## src/pkg/spi_port_map.svh

```systemverilog
// Register map, field positions, reset values and timing counts of the SPI port
// What this block does
// - Polarity bit 0 rests the serial clock high; 1 rests it low.
// - Edge bit picks capture edge: leading when 1, trailing when 0.
// - Bit order 1 shifts most significant bit first, 0 least significant first.
// - Select enable 1 gives the select pin to the port; 0 releases it.
// - Data write during a transfer sets the write collision flag.
// - Data write during a transfer is dropped; the shifting byte is untouched.
// - Collision detection works only while the shared enable bit is set.
// - Transfer complete flag sets itself at the end of every byte.
// - Transfer complete can raise the processor interrupt.
// - Role field codes 0 to 4 select master clock sources; 5 selects slave.
// - Port enable cleared removes serial function from all four lines.
// - In master role a data write starts one full duplex byte.
// - In slave role external clocks shift data out and in.
`ifndef SPI_PORT_MAP_SVH
`define SPI_PORT_MAP_SVH

// ----------------------------------------
// Register byte offsets
// ----------------------------------------
`define OFS_CTRL0 8'h00
`define OFS_CTRL1 8'h04
`define OFS_DATA 8'h08
`define OFS_SHARED 8'h0c
`define OFS_STAT 8'h10
`define OFS_MASK 8'h14

// ----------------------------------------
// Field positions
// ----------------------------------------
`define B_EN 1
`define B_POL 5
`define B_EDGE 4
`define B_ORDER 3
`define B_SELEN 2
`define B_WCOL 1
`define B_TRF 0
`define B_COLLEN 0

// ----------------------------------------
// Reset values and writable masks
// ----------------------------------------
`define RST_CTRL0 8'he0
`define RST_SHARED 8'h00
`define WM_CTRL0 8'he2
`define WM_SHARED 8'hb1

// ----------------------------------------
// Timing counts (system cycles per half serial clock), last edge and bit indices, bus response codes
// ----------------------------------------
`define HALF_DIV4 6'h02
`define HALF_DIV16 6'h08
`define HALF_DIV64 6'h20
`define LAST_EDGE 4'hf
`define LAST_BIT 4'h7
`define RESP_OKAY 2'h0
`define RESP_SLVERR 2'h2

`endif

```

## src/pkg/spi_port_pkg.sv

```systemverilog
// Types shared by the SPI port modules
package spi_port_pkg;

  // Role and clock source codes
  typedef enum logic [2:0]
  {
    ROLE_M_DIV4 = 3'h0,
    ROLE_M_DIV16 = 3'h1,
    ROLE_M_DIV64 = 3'h2,
    ROLE_M_SLOW = 3'h3,
    ROLE_M_TIMER = 3'h4,
    ROLE_SLAVE = 3'h5,
    ROLE_RSV6 = 3'h6,
    ROLE_RSV7 = 3'h7
  } role_t;

  // Master transfer states
  typedef enum logic [0:0]
  {
    XF_IDLE = 1'h0,
    XF_SHIFT = 1'h1
  } xfer_t;

endpackage

```

## src/hdl/spi_clk_div.sv

```systemverilog
// Half-period enable generator for the master serial clock
`include "spi_port_map.svh"
module spi_clk_div
(
  // Clock and reset
  input wire logic i_clk,
  input wire logic i_rstn,
  // Control
  input wire logic i_run,
  input wire spi_port_pkg::role_t i_role,
  // External rate sources
  input wire logic i_slow_tick,
  input wire logic i_timer_tick,
  // Half-period enable
  output logic o_tick
);
  import spi_port_pkg::*;

  logic [5:0] count_r;
  logic [5:0] half;

  // Half period length of the divided system clock
  always_comb
  begin
    case (i_role)
      ROLE_M_DIV4: half = `HALF_DIV4;
      ROLE_M_DIV16: half = `HALF_DIV16;
      default: half = `HALF_DIV64;
    endcase
  end

  // Counter restarts with each byte so the first edge is a full half period away
  // clock source select
  always_ff @(posedge i_clk or negedge i_rstn)
  begin
    if (!i_rstn)
    begin
      count_r <= 6'h00;
      o_tick <= 1'h0;
    end
    else if (!i_run)
    begin
      count_r <= 6'h00;
      o_tick <= 1'h0;
    end
    else
    begin
      case (i_role)
        ROLE_M_DIV4, ROLE_M_DIV16, ROLE_M_DIV64:
        begin
          o_tick <= (count_r == half - 6'h01);
          count_r <= (count_r == half - 6'h01) ? 6'h00 : count_r + 6'h01;
        end
        ROLE_M_SLOW: o_tick <= i_slow_tick;
        ROLE_M_TIMER: o_tick <= i_timer_tick; // One toggle per match halves it
        default: o_tick <= 1'h0;
      endcase
    end
  end

endmodule // spi_clk_div

```

## src/hdl/spi_port_ctrl.sv

```systemverilog
// SPI port with AXI4-Lite registers, master and slave shifter and interrupt
//
// Chosen here: the AXI4-Lite slave port and the register offsets.
`include "spi_port_map.svh"
module spi_port_ctrl
(
  // Clock and reset
  input wire logic I_REF_CLK,
  input wire logic I_RSTN,
  // AXI4-Lite write
  input wire logic [7:0] I_AWADDR,
  input wire logic I_AWVALID,
  output logic O_AWREADY,
  input wire logic [31:0] I_WDATA,
  input wire logic [3:0] I_WSTRB,
  input wire logic I_WVALID,
  output logic O_WREADY,
  output logic [1:0] O_BRESP,
  output logic O_BVALID,
  input wire logic I_BREADY,
  // AXI4-Lite read
  input wire logic [7:0] I_ARADDR,
  input wire logic I_ARVALID,
  output logic O_ARREADY,
  output logic [31:0] O_RDATA,
  output logic [1:0] O_RRESP,
  output logic O_RVALID,
  input wire logic I_RREADY,
  // Master rate sources
  input wire logic I_SLOW_TICK,
  input wire logic I_TIMER_TICK,
  // Serial lines
  input wire logic I_SCK,
  output logic O_SCK,
  output logic O_SCK_OE_N,
  input wire logic I_SS_N,
  output logic O_SS_N,
  output logic O_SS_OE_N,
  input wire logic I_SDI,
  output logic O_SDO,
  output logic O_SDO_OE_N,
  // Pin function and interrupt
  output logic O_PORT_ACTIVE,
  output logic O_SS_ACTIVE,
  output logic O_IRQ
);
  import spi_port_pkg::*;

  // ----------------------------------------
  // Helpers
  // ----------------------------------------
  function automatic logic mapped(input logic [7:0] a);
    mapped = (a == `OFS_CTRL0) || (a == `OFS_CTRL1) || (a == `OFS_DATA) ||
             (a == `OFS_SHARED) || (a == `OFS_STAT) || (a == `OFS_MASK);
  endfunction

  function automatic logic [7:0] order(input logic [7:0] d, input logic msb);
    order = msb ? d : {d[0], d[1], d[2], d[3], d[4], d[5], d[6], d[7]};
  endfunction

  // ----------------------------------------
  // Declarations
  // ----------------------------------------
  logic aw_hold_r, w_hold_r;
  logic [7:0] aw_addr_r, w_data_r;
  logic w_strb_r;
  logic [7:0] ctrl0_r, shared_r, data_r, shift_r, rd_val;
  logic pol_r, edge_r, order_r, selen_r, wcol_r, trf_r;
  logic [1:0] stat_r, mask_r;
  xfer_t state_r;
  logic [3:0] edge_cnt_r, bits_r;
  logic sck_r, sdo_r, sck_prev_r, ss_n_r, irq_r;
  logic wr_fire, wr_en, rd_fire, data_wr, ctrl1_wr;
  logic en, is_master, is_slave, idle_lvl, busy, load;
  logic coll_ev, done_ev, tick, m_edge, m_capture, s_sel, s_edge, s_capture;
  logic capture, launch, cap_last;
  role_t role;

  // ----------------------------------------
  // Decode
  // ----------------------------------------
  // role decode
  assign role = role_t'(ctrl0_r[7:5]);
  assign is_master = (role <= ROLE_M_TIMER);
  assign is_slave = (role == ROLE_SLAVE);
  assign en = ctrl0_r[`B_EN];
  assign idle_lvl = ~pol_r;
  assign wr_fire = aw_hold_r & w_hold_r & ~O_BVALID;
  assign wr_en = wr_fire & w_strb_r & mapped(aw_addr_r);
  assign rd_fire = I_ARVALID & O_ARREADY;
  assign data_wr = wr_en & (aw_addr_r == `OFS_DATA);
  assign ctrl1_wr = wr_en & (aw_addr_r == `OFS_CTRL1);
  assign busy = (state_r == XF_SHIFT) | (is_slave & (bits_r != 4'h0));
  assign load = data_wr & ~busy & en;
  assign coll_ev = data_wr & busy & shared_r[`B_COLLEN];

  // ----------------------------------------
  // AXI4-Lite slave
  // ----------------------------------------
  // Address and data taken in either order, response after both
  always_ff @(posedge I_REF_CLK or negedge I_RSTN)
  begin
    if (!I_RSTN)
    begin
      aw_hold_r <= 1'h0;
      w_hold_r <= 1'h0;
      aw_addr_r <= 8'h00;
      w_data_r <= 8'h00;
      w_strb_r <= 1'h0;
      O_AWREADY <= 1'h1;
      O_WREADY <= 1'h1;
      O_BVALID <= 1'h0;
      O_BRESP <= `RESP_OKAY;
    end
    else
    begin
      if (I_AWVALID && O_AWREADY)
      begin
        aw_hold_r <= 1'h1;
        aw_addr_r <= I_AWADDR;
        O_AWREADY <= 1'h0;
      end
      if (I_WVALID && O_WREADY)
      begin
        w_hold_r <= 1'h1;
        w_data_r <= I_WDATA[7:0];
        w_strb_r <= I_WSTRB[0];
        O_WREADY <= 1'h0;
      end
      if (wr_fire)
      begin
        aw_hold_r <= 1'h0;
        w_hold_r <= 1'h0;
        O_BVALID <= 1'h1;
        O_BRESP <= mapped(aw_addr_r) ? `RESP_OKAY : `RESP_SLVERR;
      end
      if (O_BVALID && I_BREADY)
      begin
        O_BVALID <= 1'h0;
        O_AWREADY <= 1'h1;
        O_WREADY <= 1'h1;
      end
    end
  end

  // Read value mux
  always_comb
  begin
    case (I_ARADDR)
      `OFS_CTRL0: rd_val = ctrl0_r;
      `OFS_CTRL1: rd_val = {2'h0, pol_r, edge_r, order_r, selen_r, wcol_r, trf_r};
      `OFS_DATA: rd_val = data_r;
      `OFS_SHARED: rd_val = shared_r;
      `OFS_STAT: rd_val = {6'h00, stat_r};
      `OFS_MASK: rd_val = {6'h00, mask_r};
      default: rd_val = 8'h00;
    endcase
  end

  // Read channel, one cycle to data
  always_ff @(posedge I_REF_CLK or negedge I_RSTN)
  begin
    if (!I_RSTN)
    begin
      O_ARREADY <= 1'h1;
      O_RVALID <= 1'h0;
      O_RDATA <= 32'h0000_0000;
      O_RRESP <= `RESP_OKAY;
    end
    else if (rd_fire)
    begin
      O_ARREADY <= 1'h0;
      O_RVALID <= 1'h1;
      O_RDATA <= {24'h00_0000, rd_val};
      O_RRESP <= mapped(I_ARADDR) ? `RESP_OKAY : `RESP_SLVERR;
    end
    else if (O_RVALID && I_RREADY)
    begin
      O_RVALID <= 1'h0;
      O_ARREADY <= 1'h1;
    end
  end

  // ----------------------------------------
  // Configuration registers
  // ----------------------------------------
  // settings take effect at once, software orders them
  always_ff @(posedge I_REF_CLK or negedge I_RSTN)
  begin
    if (!I_RSTN)
    begin
      ctrl0_r <= `RST_CTRL0;
      shared_r <= `RST_SHARED;
      mask_r <= 2'h0;
      {pol_r, edge_r, order_r, selen_r} <= 4'h0;
    end
    else if (wr_en)
    begin
      case (aw_addr_r)
        `OFS_CTRL0: ctrl0_r <= w_data_r & `WM_CTRL0;
        `OFS_SHARED: shared_r <= w_data_r & `WM_SHARED;
        `OFS_MASK: mask_r <= w_data_r[1:0];
        `OFS_CTRL1:
        begin
          pol_r <= w_data_r[`B_POL];
          edge_r <= w_data_r[`B_EDGE];
          order_r <= w_data_r[`B_ORDER];
          selen_r <= w_data_r[`B_SELEN];
        end
        default: mask_r <= mask_r;
      endcase
    end
  end

  // ----------------------------------------
  // Flags, status and interrupt
  // ----------------------------------------
  // hardware set wins over software write
  always_ff @(posedge I_REF_CLK or negedge I_RSTN)
  begin
    if (!I_RSTN)
    begin
      wcol_r <= 1'h0;
      trf_r <= 1'h0;
    end
    else
    begin
      if (coll_ev)
        wcol_r <= 1'h1;
      else if (ctrl1_wr)
        wcol_r <= w_data_r[`B_WCOL];
      if (done_ev)
        trf_r <= 1'h1;
      else if (ctrl1_wr)
        trf_r <= w_data_r[`B_TRF];
    end
  end

  // sticky status cleared by read, masked onto the interrupt line
  always_ff @(posedge I_REF_CLK or negedge I_RSTN)
  begin
    if (!I_RSTN)
    begin
      stat_r <= 2'h0;
      irq_r <= 1'h0;
    end
    else
    begin
      stat_r <= ((rd_fire && I_ARADDR == `OFS_STAT) ? 2'h0 : stat_r) | {coll_ev, done_ev};
      irq_r <= |(stat_r & mask_r);
    end
  end
  assign O_IRQ = irq_r;

  // ----------------------------------------
  // Serial engine
  // ----------------------------------------
  spi_clk_div u_div
  (
    .i_clk(I_REF_CLK),
    .i_rstn(I_RSTN),
    .i_run(en & is_master & (state_r == XF_SHIFT)),
    .i_role(role),
    .i_slow_tick(I_SLOW_TICK),
    .i_timer_tick(I_TIMER_TICK),
    .o_tick(tick)
  );

  // even edges lead, capture edge chosen by the edge bit
  assign m_edge = (state_r == XF_SHIFT) & tick;
  assign m_capture = m_edge & (~edge_cnt_r[0] == edge_r);
  // slave edges come from the external clock while selected
  assign s_sel = en & is_slave & (~selen_r | ~I_SS_N);
  assign s_edge = s_sel & (I_SCK != sck_prev_r);
  assign s_capture = s_edge & ((sck_prev_r == idle_lvl) == edge_r);
  assign capture = m_capture | s_capture;
  assign launch = (m_edge & ~m_capture) | (s_edge & ~s_capture);
  assign cap_last = capture & (bits_r == `LAST_BIT);
  assign done_ev = is_master ? (m_edge & (edge_cnt_r == `LAST_EDGE)) : (s_sel & cap_last);

  // Master sequencer
  always_ff @(posedge I_REF_CLK or negedge I_RSTN)
  begin
    if (!I_RSTN)
    begin
      state_r <= XF_IDLE;
      edge_cnt_r <= 4'h0;
    end
    else if (!(en && is_master))
      state_r <= XF_IDLE;
    else
    begin
      case (state_r)
        XF_IDLE:
        begin
          edge_cnt_r <= 4'h0;
          if (load)
            state_r <= XF_SHIFT;
        end
        XF_SHIFT:
        begin
          if (tick)
            edge_cnt_r <= edge_cnt_r + 4'h1;
          if (tick && edge_cnt_r == `LAST_EDGE)
            state_r <= XF_IDLE;
        end
        default: state_r <= XF_IDLE;
      endcase
    end
  end

  // clock rests at idle level unless a byte is shifting
  always_ff @(posedge I_REF_CLK or negedge I_RSTN)
  begin
    if (!I_RSTN)
      sck_r <= 1'h1;
    else if (state_r != XF_SHIFT)
      sck_r <= ctrl1_wr ? ~w_data_r[`B_POL] : idle_lvl; // New polarity shows at once
    else if (tick)
      sck_r <= ~sck_r;
  end

  // shifter loads only when idle, always shifts its top bit
  always_ff @(posedge I_REF_CLK or negedge I_RSTN)
  begin
    if (!I_RSTN)
    begin
      shift_r <= 8'h00;
      sdo_r <= 1'h1;
      bits_r <= 4'h0;
      data_r <= 8'h00;
      sck_prev_r <= 1'h1;
    end
    else
    begin
      sck_prev_r <= I_SCK;
      if (load)
      begin
        shift_r <= order(w_data_r, order_r);
        sdo_r <= order_r ? w_data_r[7] : w_data_r[0];
        data_r <= w_data_r;
        bits_r <= 4'h0;
      end
      else
      begin
        if (capture)
          shift_r <= {shift_r[6:0], I_SDI};
        if (launch)
          sdo_r <= shift_r[7];
        if (cap_last)
          data_r <= order({shift_r[6:0], I_SDI}, order_r);
        if (!en || (is_slave && !s_sel) || cap_last)
          bits_r <= 4'h0;
        else if (capture)
          bits_r <= bits_r + 4'h1;
      end
    end
  end

  // pin ownership, enables low while driving
  always_ff @(posedge I_REF_CLK or negedge I_RSTN)
  begin
    if (!I_RSTN)
    begin
      O_SCK_OE_N <= 1'h1;
      O_SDO_OE_N <= 1'h1;
      O_SS_OE_N <= 1'h1;
      O_SS_N <= 1'h1;
      O_PORT_ACTIVE <= 1'h0;
      O_SS_ACTIVE <= 1'h0;
      ss_n_r <= 1'h1;
    end
    else
    begin
      O_SCK_OE_N <= ~(en & is_master);
      O_SDO_OE_N <= ~(en & (is_master | is_slave));
      O_SS_OE_N <= ~(en & selen_r & is_master);
      ss_n_r <= ~(is_master & ((state_r == XF_SHIFT) | load));
      O_SS_N <= ss_n_r;
      O_PORT_ACTIVE <= en & (is_master | is_slave);
      O_SS_ACTIVE <= en & selen_r;
    end
  end
  assign O_SCK = sck_r;
  assign O_SDO = sdo_r;
endmodule // spi_port_ctrl

```

## config.mk

```make
export PLATFORM = sky130hd
export DESIGN_NAME = spi_port_ctrl
export DESIGN_NICKNAME = d
export VERILOG_FILES = /design/src/pkg/spi_port_pkg.sv /design/src/hdl/spi_clk_div.sv /design/src/hdl/spi_port_ctrl.sv
export VERILOG_INCLUDE_DIRS = /design/src /design/src/pkg
export SDC_FILE = /design/constraint.sdc
export NUM_CORES = 1
export LEC_CHECK = 0
export BUFFER_PORTS_ARGS = -buffer_cell sky130_fd_sc_hd__buf_2
export CORE_MARGIN = 1
export CORE_UTILIZATION = 54
export DETAILED_ROUTE_END_ITERATION = 16
export HOLD_SLACK_MARGIN = 0.08
export PLACE_DENSITY = 0.8
export REMOVE_ABC_BUFFERS = 1
export SLEW_MARGIN = 0
export SYNTH_ARGS = -nofsm -noshare
export SYNTH_HDL_FRONTEND = slang
export SYNTH_HIERARCHICAL = 1
export SYNTH_SLANG_ARGS = --single-unit
```

## constraint.sdc

```tcl
create_clock -name I_REF_CLK -period 2.5 [get_ports I_REF_CLK]
set_input_delay 0.125 -clock I_REF_CLK [delete_from_list [all_inputs] [get_ports I_REF_CLK]]
set_output_delay 0.125 -clock I_REF_CLK [all_outputs]
set_load 0.01 [all_outputs]
```

==> results of run 1 <==
## power by group
| part | total [mW] | leakage (nW) | internal [mW] | switching [mW] |
|---|---|---|---|---|
| clock | 1.05 | 0.0982 | 0.475 | 0.579 |
| sequential | 2.05 | 1.19 | 1.75 | 0.293 |
| combinational | 0.651 | 1.30 | 0.349 | 0.302 |
## registers in the layout, indices dropped and copies added, names as in the netlist, 2 cells and up
name           flops
stat_r             2
shared_r           4
edge_cnt_r         4
w_data_r           8
aw_addr_r          8
mask_r             2
u_div/count_r      6
shift_r            8
ctrl0_r            4
data_r             8
O_RDATA            8
bits_r             4
## logic make-up after synthesis
logic type / synth area share, %
AND/OR/NAND/NOR: 13.2
adder cells (fa/ha/maj): 1.54
buffers and inverters: 6.55
other: 0.0770
AO/OA/AOI/OAI: 12.5
XOR/XNOR: 1.80
flip-flops: 49.2
multiplexers: 15.2
## area by class of cell
class	count	area, um^2	share of cell area [%]
multi-input combinational	316	2250	39.6
sequential	95	2390	42.1
tap	108	135	2.38
clock inverter	7	78.8	1.39
timing repair buffer	94	638	11.2
inverter	17	63.8	1.12
clock buffer	9	124	2.18
## path summary, 6_finish.rpt
check / start / to / slack (ns) / cells after the start
min: I_SDI / shift_r[0]$_DFFE_PN0P_ / 0.11 / 3
min in group asynchronous: I_RSTN / shift_r[4]$_DFFE_PN0P_ / 0.25 / 2
max in group asynchronous: I_RSTN / O_ARREADY$_DFFE_PN1P_ / 1.54 / 3
min reg2reg: ss_n_r$_DFF_PN1_ / O_SS_N$_DFF_PN1_ / 0.35 / 0
max reg2reg: ctrl0_r[5]$_DFFE_PN1P_ / u_div/o_tick$_DFF_PN0_ / 0.23 / 6
max: ctrl0_r[5]$_DFFE_PN1P_ / u_div/o_tick$_DFF_PN0_ / 0.23 / 6
## metrics by stage
stage,hold slack [ns],power (mW),cells,setup WS [ns]
2_1_floorplan,-0.171,2.38,428,0.230
3_3_place_gp,0.107,2.61,603,0.308
3_5_place_dp,0.116,2.66,603,0.224
4_1_cts,0.104,3.74,646,0.222
5_1_grt,0.135,3.93,646,0.0449
6_report,0.111,3.75,646,0.227
## routing by layer
metal | track usage (%) | routed length [um] | vias up
met5 | 0 | 0 | -
met3 | 3.83 | 385 | 14
met2 | 37.2 | 4760 | 82
met4 | 7.58 | 161 | 0
met1 | 30.5 | 4590 | 1748
li1 | - | - | 1717
## cell usage in the layout, fill, tap and decap left out, types with 7 or more instances in the layout
| master | Yosys | routed |
|---|---|---|
| buf_2 | 3 | 59 |
| o21ai_0 | 20 | 20 |
| o31ai_1 | 7 | 7 |
| mux2i_1 | 25 | 25 |
| o221a_2 | 7 | 7 |
| nor2_1 | 15 | 15 |
| nand2_1 | 46 | 46 |
| nor2b_1 | 10 | 10 |
| mux2_2 | 38 | 38 |
| inv_1 | 16 | 16 |
| buf_4 | 26 | 7 |
| dlygate4sd3_1 | 0 | 27 |
| a211oi_1 | 10 | 10 |
| conb_1 | 1 | 26 |
| dfstp_2 | 14 | 14 |
| dfrtp_1 | 81 | 81 |
| a21oi_1 | 22 | 22 |
| nand3_1 | 9 | 9 |
| clkbuf_8 | 0 | 9 |
## worst min-delay path: cells and delay by family
family / cells / cell delay (ns)
AOI/OAI and AO/OA: 1 / 0.14
buffers and inverters: 1 / 0.11
muxes: 1 / 0.07
==> results.tsv, run 1 <==
stage	metric	value	unit
finish	syn_to_final_growth	16.7	%
critical_path	critPathKind	reg -> reg	
placed_design	placed_area	5210	um^2
global_route	grt_max_degree	61	
clocking	postCtsSetupRepairBufs	0	
critical_path	cp.arrival	2.54	ns
clocking	cts_sinks	95	
route	vias_per_cell	5.51	
critical_path	slowest_delay	0.54	ns
finish	drive_gt1_share	29.2	%
clocking	numCtsBuffers	9	
sta	clock.fmax	0.440	GHz
power	leakage	2.58	nW
sta	rsz0062_at_grt	false	
die	die_w	97.0	um
placed_design	port_buffers	60	
clocking	path_clk_slew	0.10	ns
logic_synthesis	synth.area.top_cells	dfrtp_1, mux2_2, dfstp_2, mux2i_1, buf_4	
logic_synthesis	yosysMostFrequentCell	dfrtp_1	
logic_synthesis	synth_top_cell_by_area	dfrtp_1	
sta	fin_skew	0.0147	ns
route	firstDrtPassIters	6	
finish	antenna-diode-count	0	
finish	fin_util	65.2	%
clocking	cts_root_buffer	clkbuf_8	
die	coreArea	8720	um^2
global_route	antenna_found_initial	0	
die	die_h	97.0	um
finish	fillers	663	
run	cap_violations	0	
hold_path	min_path_type	in -> reg	
power	irDropWorstVdd	0.000422	V
sta	drv_slew	0	
finish	nets	603	
clocking	htreeDepth	3	
critical_path	path_max_fanout	3	
clocking	cts_resized	0	
critical_path	endpoint_kind	flop	
sta	final.setup.tns	0	ns
clocking	cts_tree	done	
logic_synthesis	synth_commonest_cells	dfrtp_1, nand2_1, mux2_2	
global_route	gr-total-overflow	0	
sta	period_needed	2.27	ns
finish	finalInstanceArea	5680	um^2
critical_path	critPathLaunchType	flop	
route	drt_iter0_drc	114	
sta	finalCritPeriodShare	90.9	%
critical_path	critPathSlowestCell	dfstp_2	
power	power_density	660	nW/um^2
die	initial_core_util	55.8	%
sta	finalSetupViolations	0	
clocking	clkLatencyLatePin	0.37	ns
critical_path	cp_top_family	simple AND/OR/NAND/NOR gates	
critical_path	crit_chain	or3b_2 > ha_1 > xnor2_1 > mux2i_1 > nor4_1 > o21a_1	
route	wl_per_cell	15.3	um
logic_synthesis	netlist.area_leader.share	41.6	%
sta	hold_violations	0	
logic_synthesis	yosysSeqAreaShare	49.2	%
logic_synthesis	synth_edf_count	0	
placed_design	dp_hpwl	6.91	mm
route	antenna_left	0	
logic_synthesis	synth.yosys.warnings	6	
route	drc	0	
placed_design	gp_congestion	0.843	
clocking	cts_hold_buf	27	
logic_synthesis	synthFlopType	dfrtp_1	
logic_synthesis	syn_area	4870	um^2
route	wl	9.89	mm
critical_path	cp_num_buf_inv	0	
outcome	status	finished, final reports clean	
logic_synthesis	avgSynthCellArea	11.0	um^2
logic_synthesis	synth_cell_type_count	55	
clocking	clock_path_buffers	2	
logic_synthesis	synthCells	442	
die	ios	114	
global_route	grt_pass1_wl	17.0	mm
logic_synthesis	ys_ff_latch	95	
die	fp-row-count	34	
global_route	grtUsageTotal	22.6	%
die	dieArea	9400	um^2
critical_path	crit_required	2.77	ns
route	dr_total_vias	3561	
logic_synthesis	synthArstFlopShare	100	%
global_route	grt_pass1_vias	3559	
Power figures use the tool's default switching activity.
==> run 2, diff against run 1 <==
--- a/config.mk
+++ b/config.mk
@@ -11,7 +11,7 @@
 export CORE_UTILIZATION = 54
 export DETAILED_ROUTE_END_ITERATION = 16
 export HOLD_SLACK_MARGIN = 0.08
-export PLACE_DENSITY = 0.8
+export PLACE_DENSITY = 0.82
 export REMOVE_ABC_BUFFERS = 1
 export SLEW_MARGIN = 0
 export SYNTH_ARGS = -nofsm -noshare
==> results.tsv, run 2 (synthesis gave the netlist of run 1 again) <==
stage	metric	value	unit
finish	antenna-diode-count	0	
critical_path	critPathKind	reg -> reg	
finish	fillers	649	
power	power_density	669	nW/um^2
route	wl	10.1	mm
sta	fin_skew	0.0129	ns
finish	nets	602	
global_route	grtUsageTotal	22.4	%
sta	drv_slew	0	
outcome	status	finished, final reports clean	
die	die_h	97.0	um
clocking	path_clk_slew	0.09	ns
route	antenna_left	0	
critical_path	crit_chain	or3b_2 > ha_1 > xnor2_1 > mux2i_1 > nor3_1 > o31ai_1	
clocking	postCtsSetupRepairBufs	0	
route	drc	0	
power	power_frac_seq	53.4	%
clocking	cts_tree	done	
clocking	clkLatencyLatePin	0.37	ns
power	p_switching	1.14	mW
power	pwr-share-comb	17.3	%
critical_path	cp.arrival	2.64	ns
global_route	grt_pass1_vias	3345	
critical_path	critPathSlowestCell	dfstp_2	
placed_design	placed_area	5200	um^2
placed_design	gp_congestion	0.831	
placed_design	dp_hpwl	7.13	mm
sta	hold_violations	0	
critical_path	cp-startpoint	ctrl0_r[5]$_DFFE_PN1P_	
die	initial_core_util	55.8	%
power	clock_power_share	29.3	%
die	fp-row-count	34	
critical_path	r2r_cells	6	
die	coreArea	8720	um^2
run	cap_violations	0	
sta	clock.fmax	0.425	GHz
clocking	cts_sinks	95	
die	die_w	97.0	um
route	drt_iter0_drc	166	
clocking	cts_hold_buf	27	
global_route	gr-total-overflow	0	
global_route	antenna_found_initial	0	
power	p_sw_share	30.0	%
route	wl_per_cell	15.7	um
sta	relSlewSlack	54.3	%
critical_path	endpoint_kind	flop	
critical_path	crit_required	2.79	ns
clocking	htreeDepth	3	
finish	drive_gt1_share	28.9	%
global_route	grt_max_degree	55	
die	dieArea	9400	um^2
critical_path	path_max_fanout	6	
finish	layout_commonest_cell	dfrtp_1	
sta	worstMarginPinSlew	0.685	ns
critical_path	rr_startpoint	ctrl0_r[5]$_DFFE_PN1P_	
route	dr_total_vias	3563	
critical_path	r2r_end	u_div/count_r[1]$_DFFE_PN0P_	
global_route	grt_pass1_wl	16.5	mm
finish	final_cell_mix	dfrtp_1, buf_2, nand2_1, mux2_2, dlygate4sd3_1	
sta	rsz0062_at_grt	false	
route	firstDrtPassIters	4	
clocking	clock_path_buffers	2	
sta	finalSetupViolations	0	
placed_design	port_buffers	60	
power	internal_power	2.67	mW
route	vias_per_cell	5.52	
critical_path	reg2reg_slack	0.15	ns
die	ios	114	
clocking	numCtsBuffers	9	
critical_path	slowest_delay	0.54	ns
clocking	cts_root_buffer	clkbuf_8	
hold_path	min_path_type	in -> reg	
critical_path	critPathLaunchType	flop	
hold_path	min_to	shift_r[0]$_DFFE_PN0P_	
hold_path	hold_start	I_SDI	
sta	final.setup.tns	0	ns
finish	syn_to_final_growth	16.9	%
finish	finalInstanceArea	5690	um^2
power	irDropWorstVdd	0.000435	V
sta	finalCritPeriodShare	94.1	%
hold_path	holdPathStages	3	
clocking	cts_resized	0	
power	leakage	2.58	nW
sta	period_needed	2.35	ns
## run 2: cell count changes in the layout (fill, tap and decap cells not counted), sizes merged
cell and change:
buf -1, clkbuf +1, bufinv +1, inv -2
## run 2: routing by layer
metal	track usage, %	wire length [um]	vias up
li1	-	-	1719
met1	30.4	4600	1736
met2	36.5	4990	94
met3	2.96	376	14
met4	9.18	168	0
met5	0	0	-
## run 2: through the flow
stage	setup WS [ns]	total power, mW	hold slack, ns	util [%]	instances
global route	0.0201	3.99	0.124	65.3	645
finish	0.148	3.81	0.0986	65.3	645
detailed placement	0.191	2.66	0.223	59.7	602
CTS	0.153	3.82	0.0916	65.3	645
global placement	0.234	2.60	0.209	59.7	602
floorplan	0.230	2.38	-0.171	-	428
## run 2: worst max-delay path by stage
| stage | endpoint | slack [ns] | cells after the start |
|---|---|---|---|
| 6_report | u_div/count_r[1]$_DFFE_PN0P_ | 0.15 | 6 |
| 5_1_grt | u_div/count_r[1]$_DFFE_PN0P_ | 0.02 | 6 |
| 4_1_cts | u_div/count_r[1]$_DFFE_PN0P_ | 0.15 | 6 |
| 3_5_place_dp | u_div/count_r[1]$_DFFE_PN0P_ | 0.19 | 6 |
| 3_3_place_gp | u_div/count_r[1]$_DFFE_PN0P_ | 0.23 | 6 |
| 2_1_floorplan | data_r[1]$_DFFE_PN0P_ | 0.23 | 6 |
## run 2: layout make-up
cell class                 count  area [um^2]  area share (%)
clock buffer                  10          128            2.24
timing repair buffer          93          631            11.1
multi-input combinational    316         2250            39.5
inverter                      17         63.8            1.12
tap                          108          135            2.37
clock inverter                 6         92.6            1.63
sequential                    95         2390            42.1
## run 2: power groups by stage
| stage | Combinational, mW | Sequential (mW) | Clock (mW) |
|---|---|---|---|
| 2_1_floorplan | 0.407 | 1.98 | 0 |
| 3_3_place_gp | 0.574 | 2.03 | 0 |
| 3_5_place_dp | 0.608 | 2.05 | 0 |
| 4_1_cts | 0.659 | 2.03 | 1.14 |
| 5_1_grt | 0.726 | 2.07 | 1.19 |
| 6_report | 0.659 | 2.04 | 1.12 |
## run 2: critical path, delay by kind of cell (launching register included)
kind | cells | cell delay [ns]
AOI/OAI and AO/OA | 1 | 0.22
muxes | 1 | 0.42
and+or+nand+nor | 2 | 0.57
xor gates and xnor gates | 1 | 0.22
DFF | 1 | 0.54
adders and majority gates | 1 | 0.29
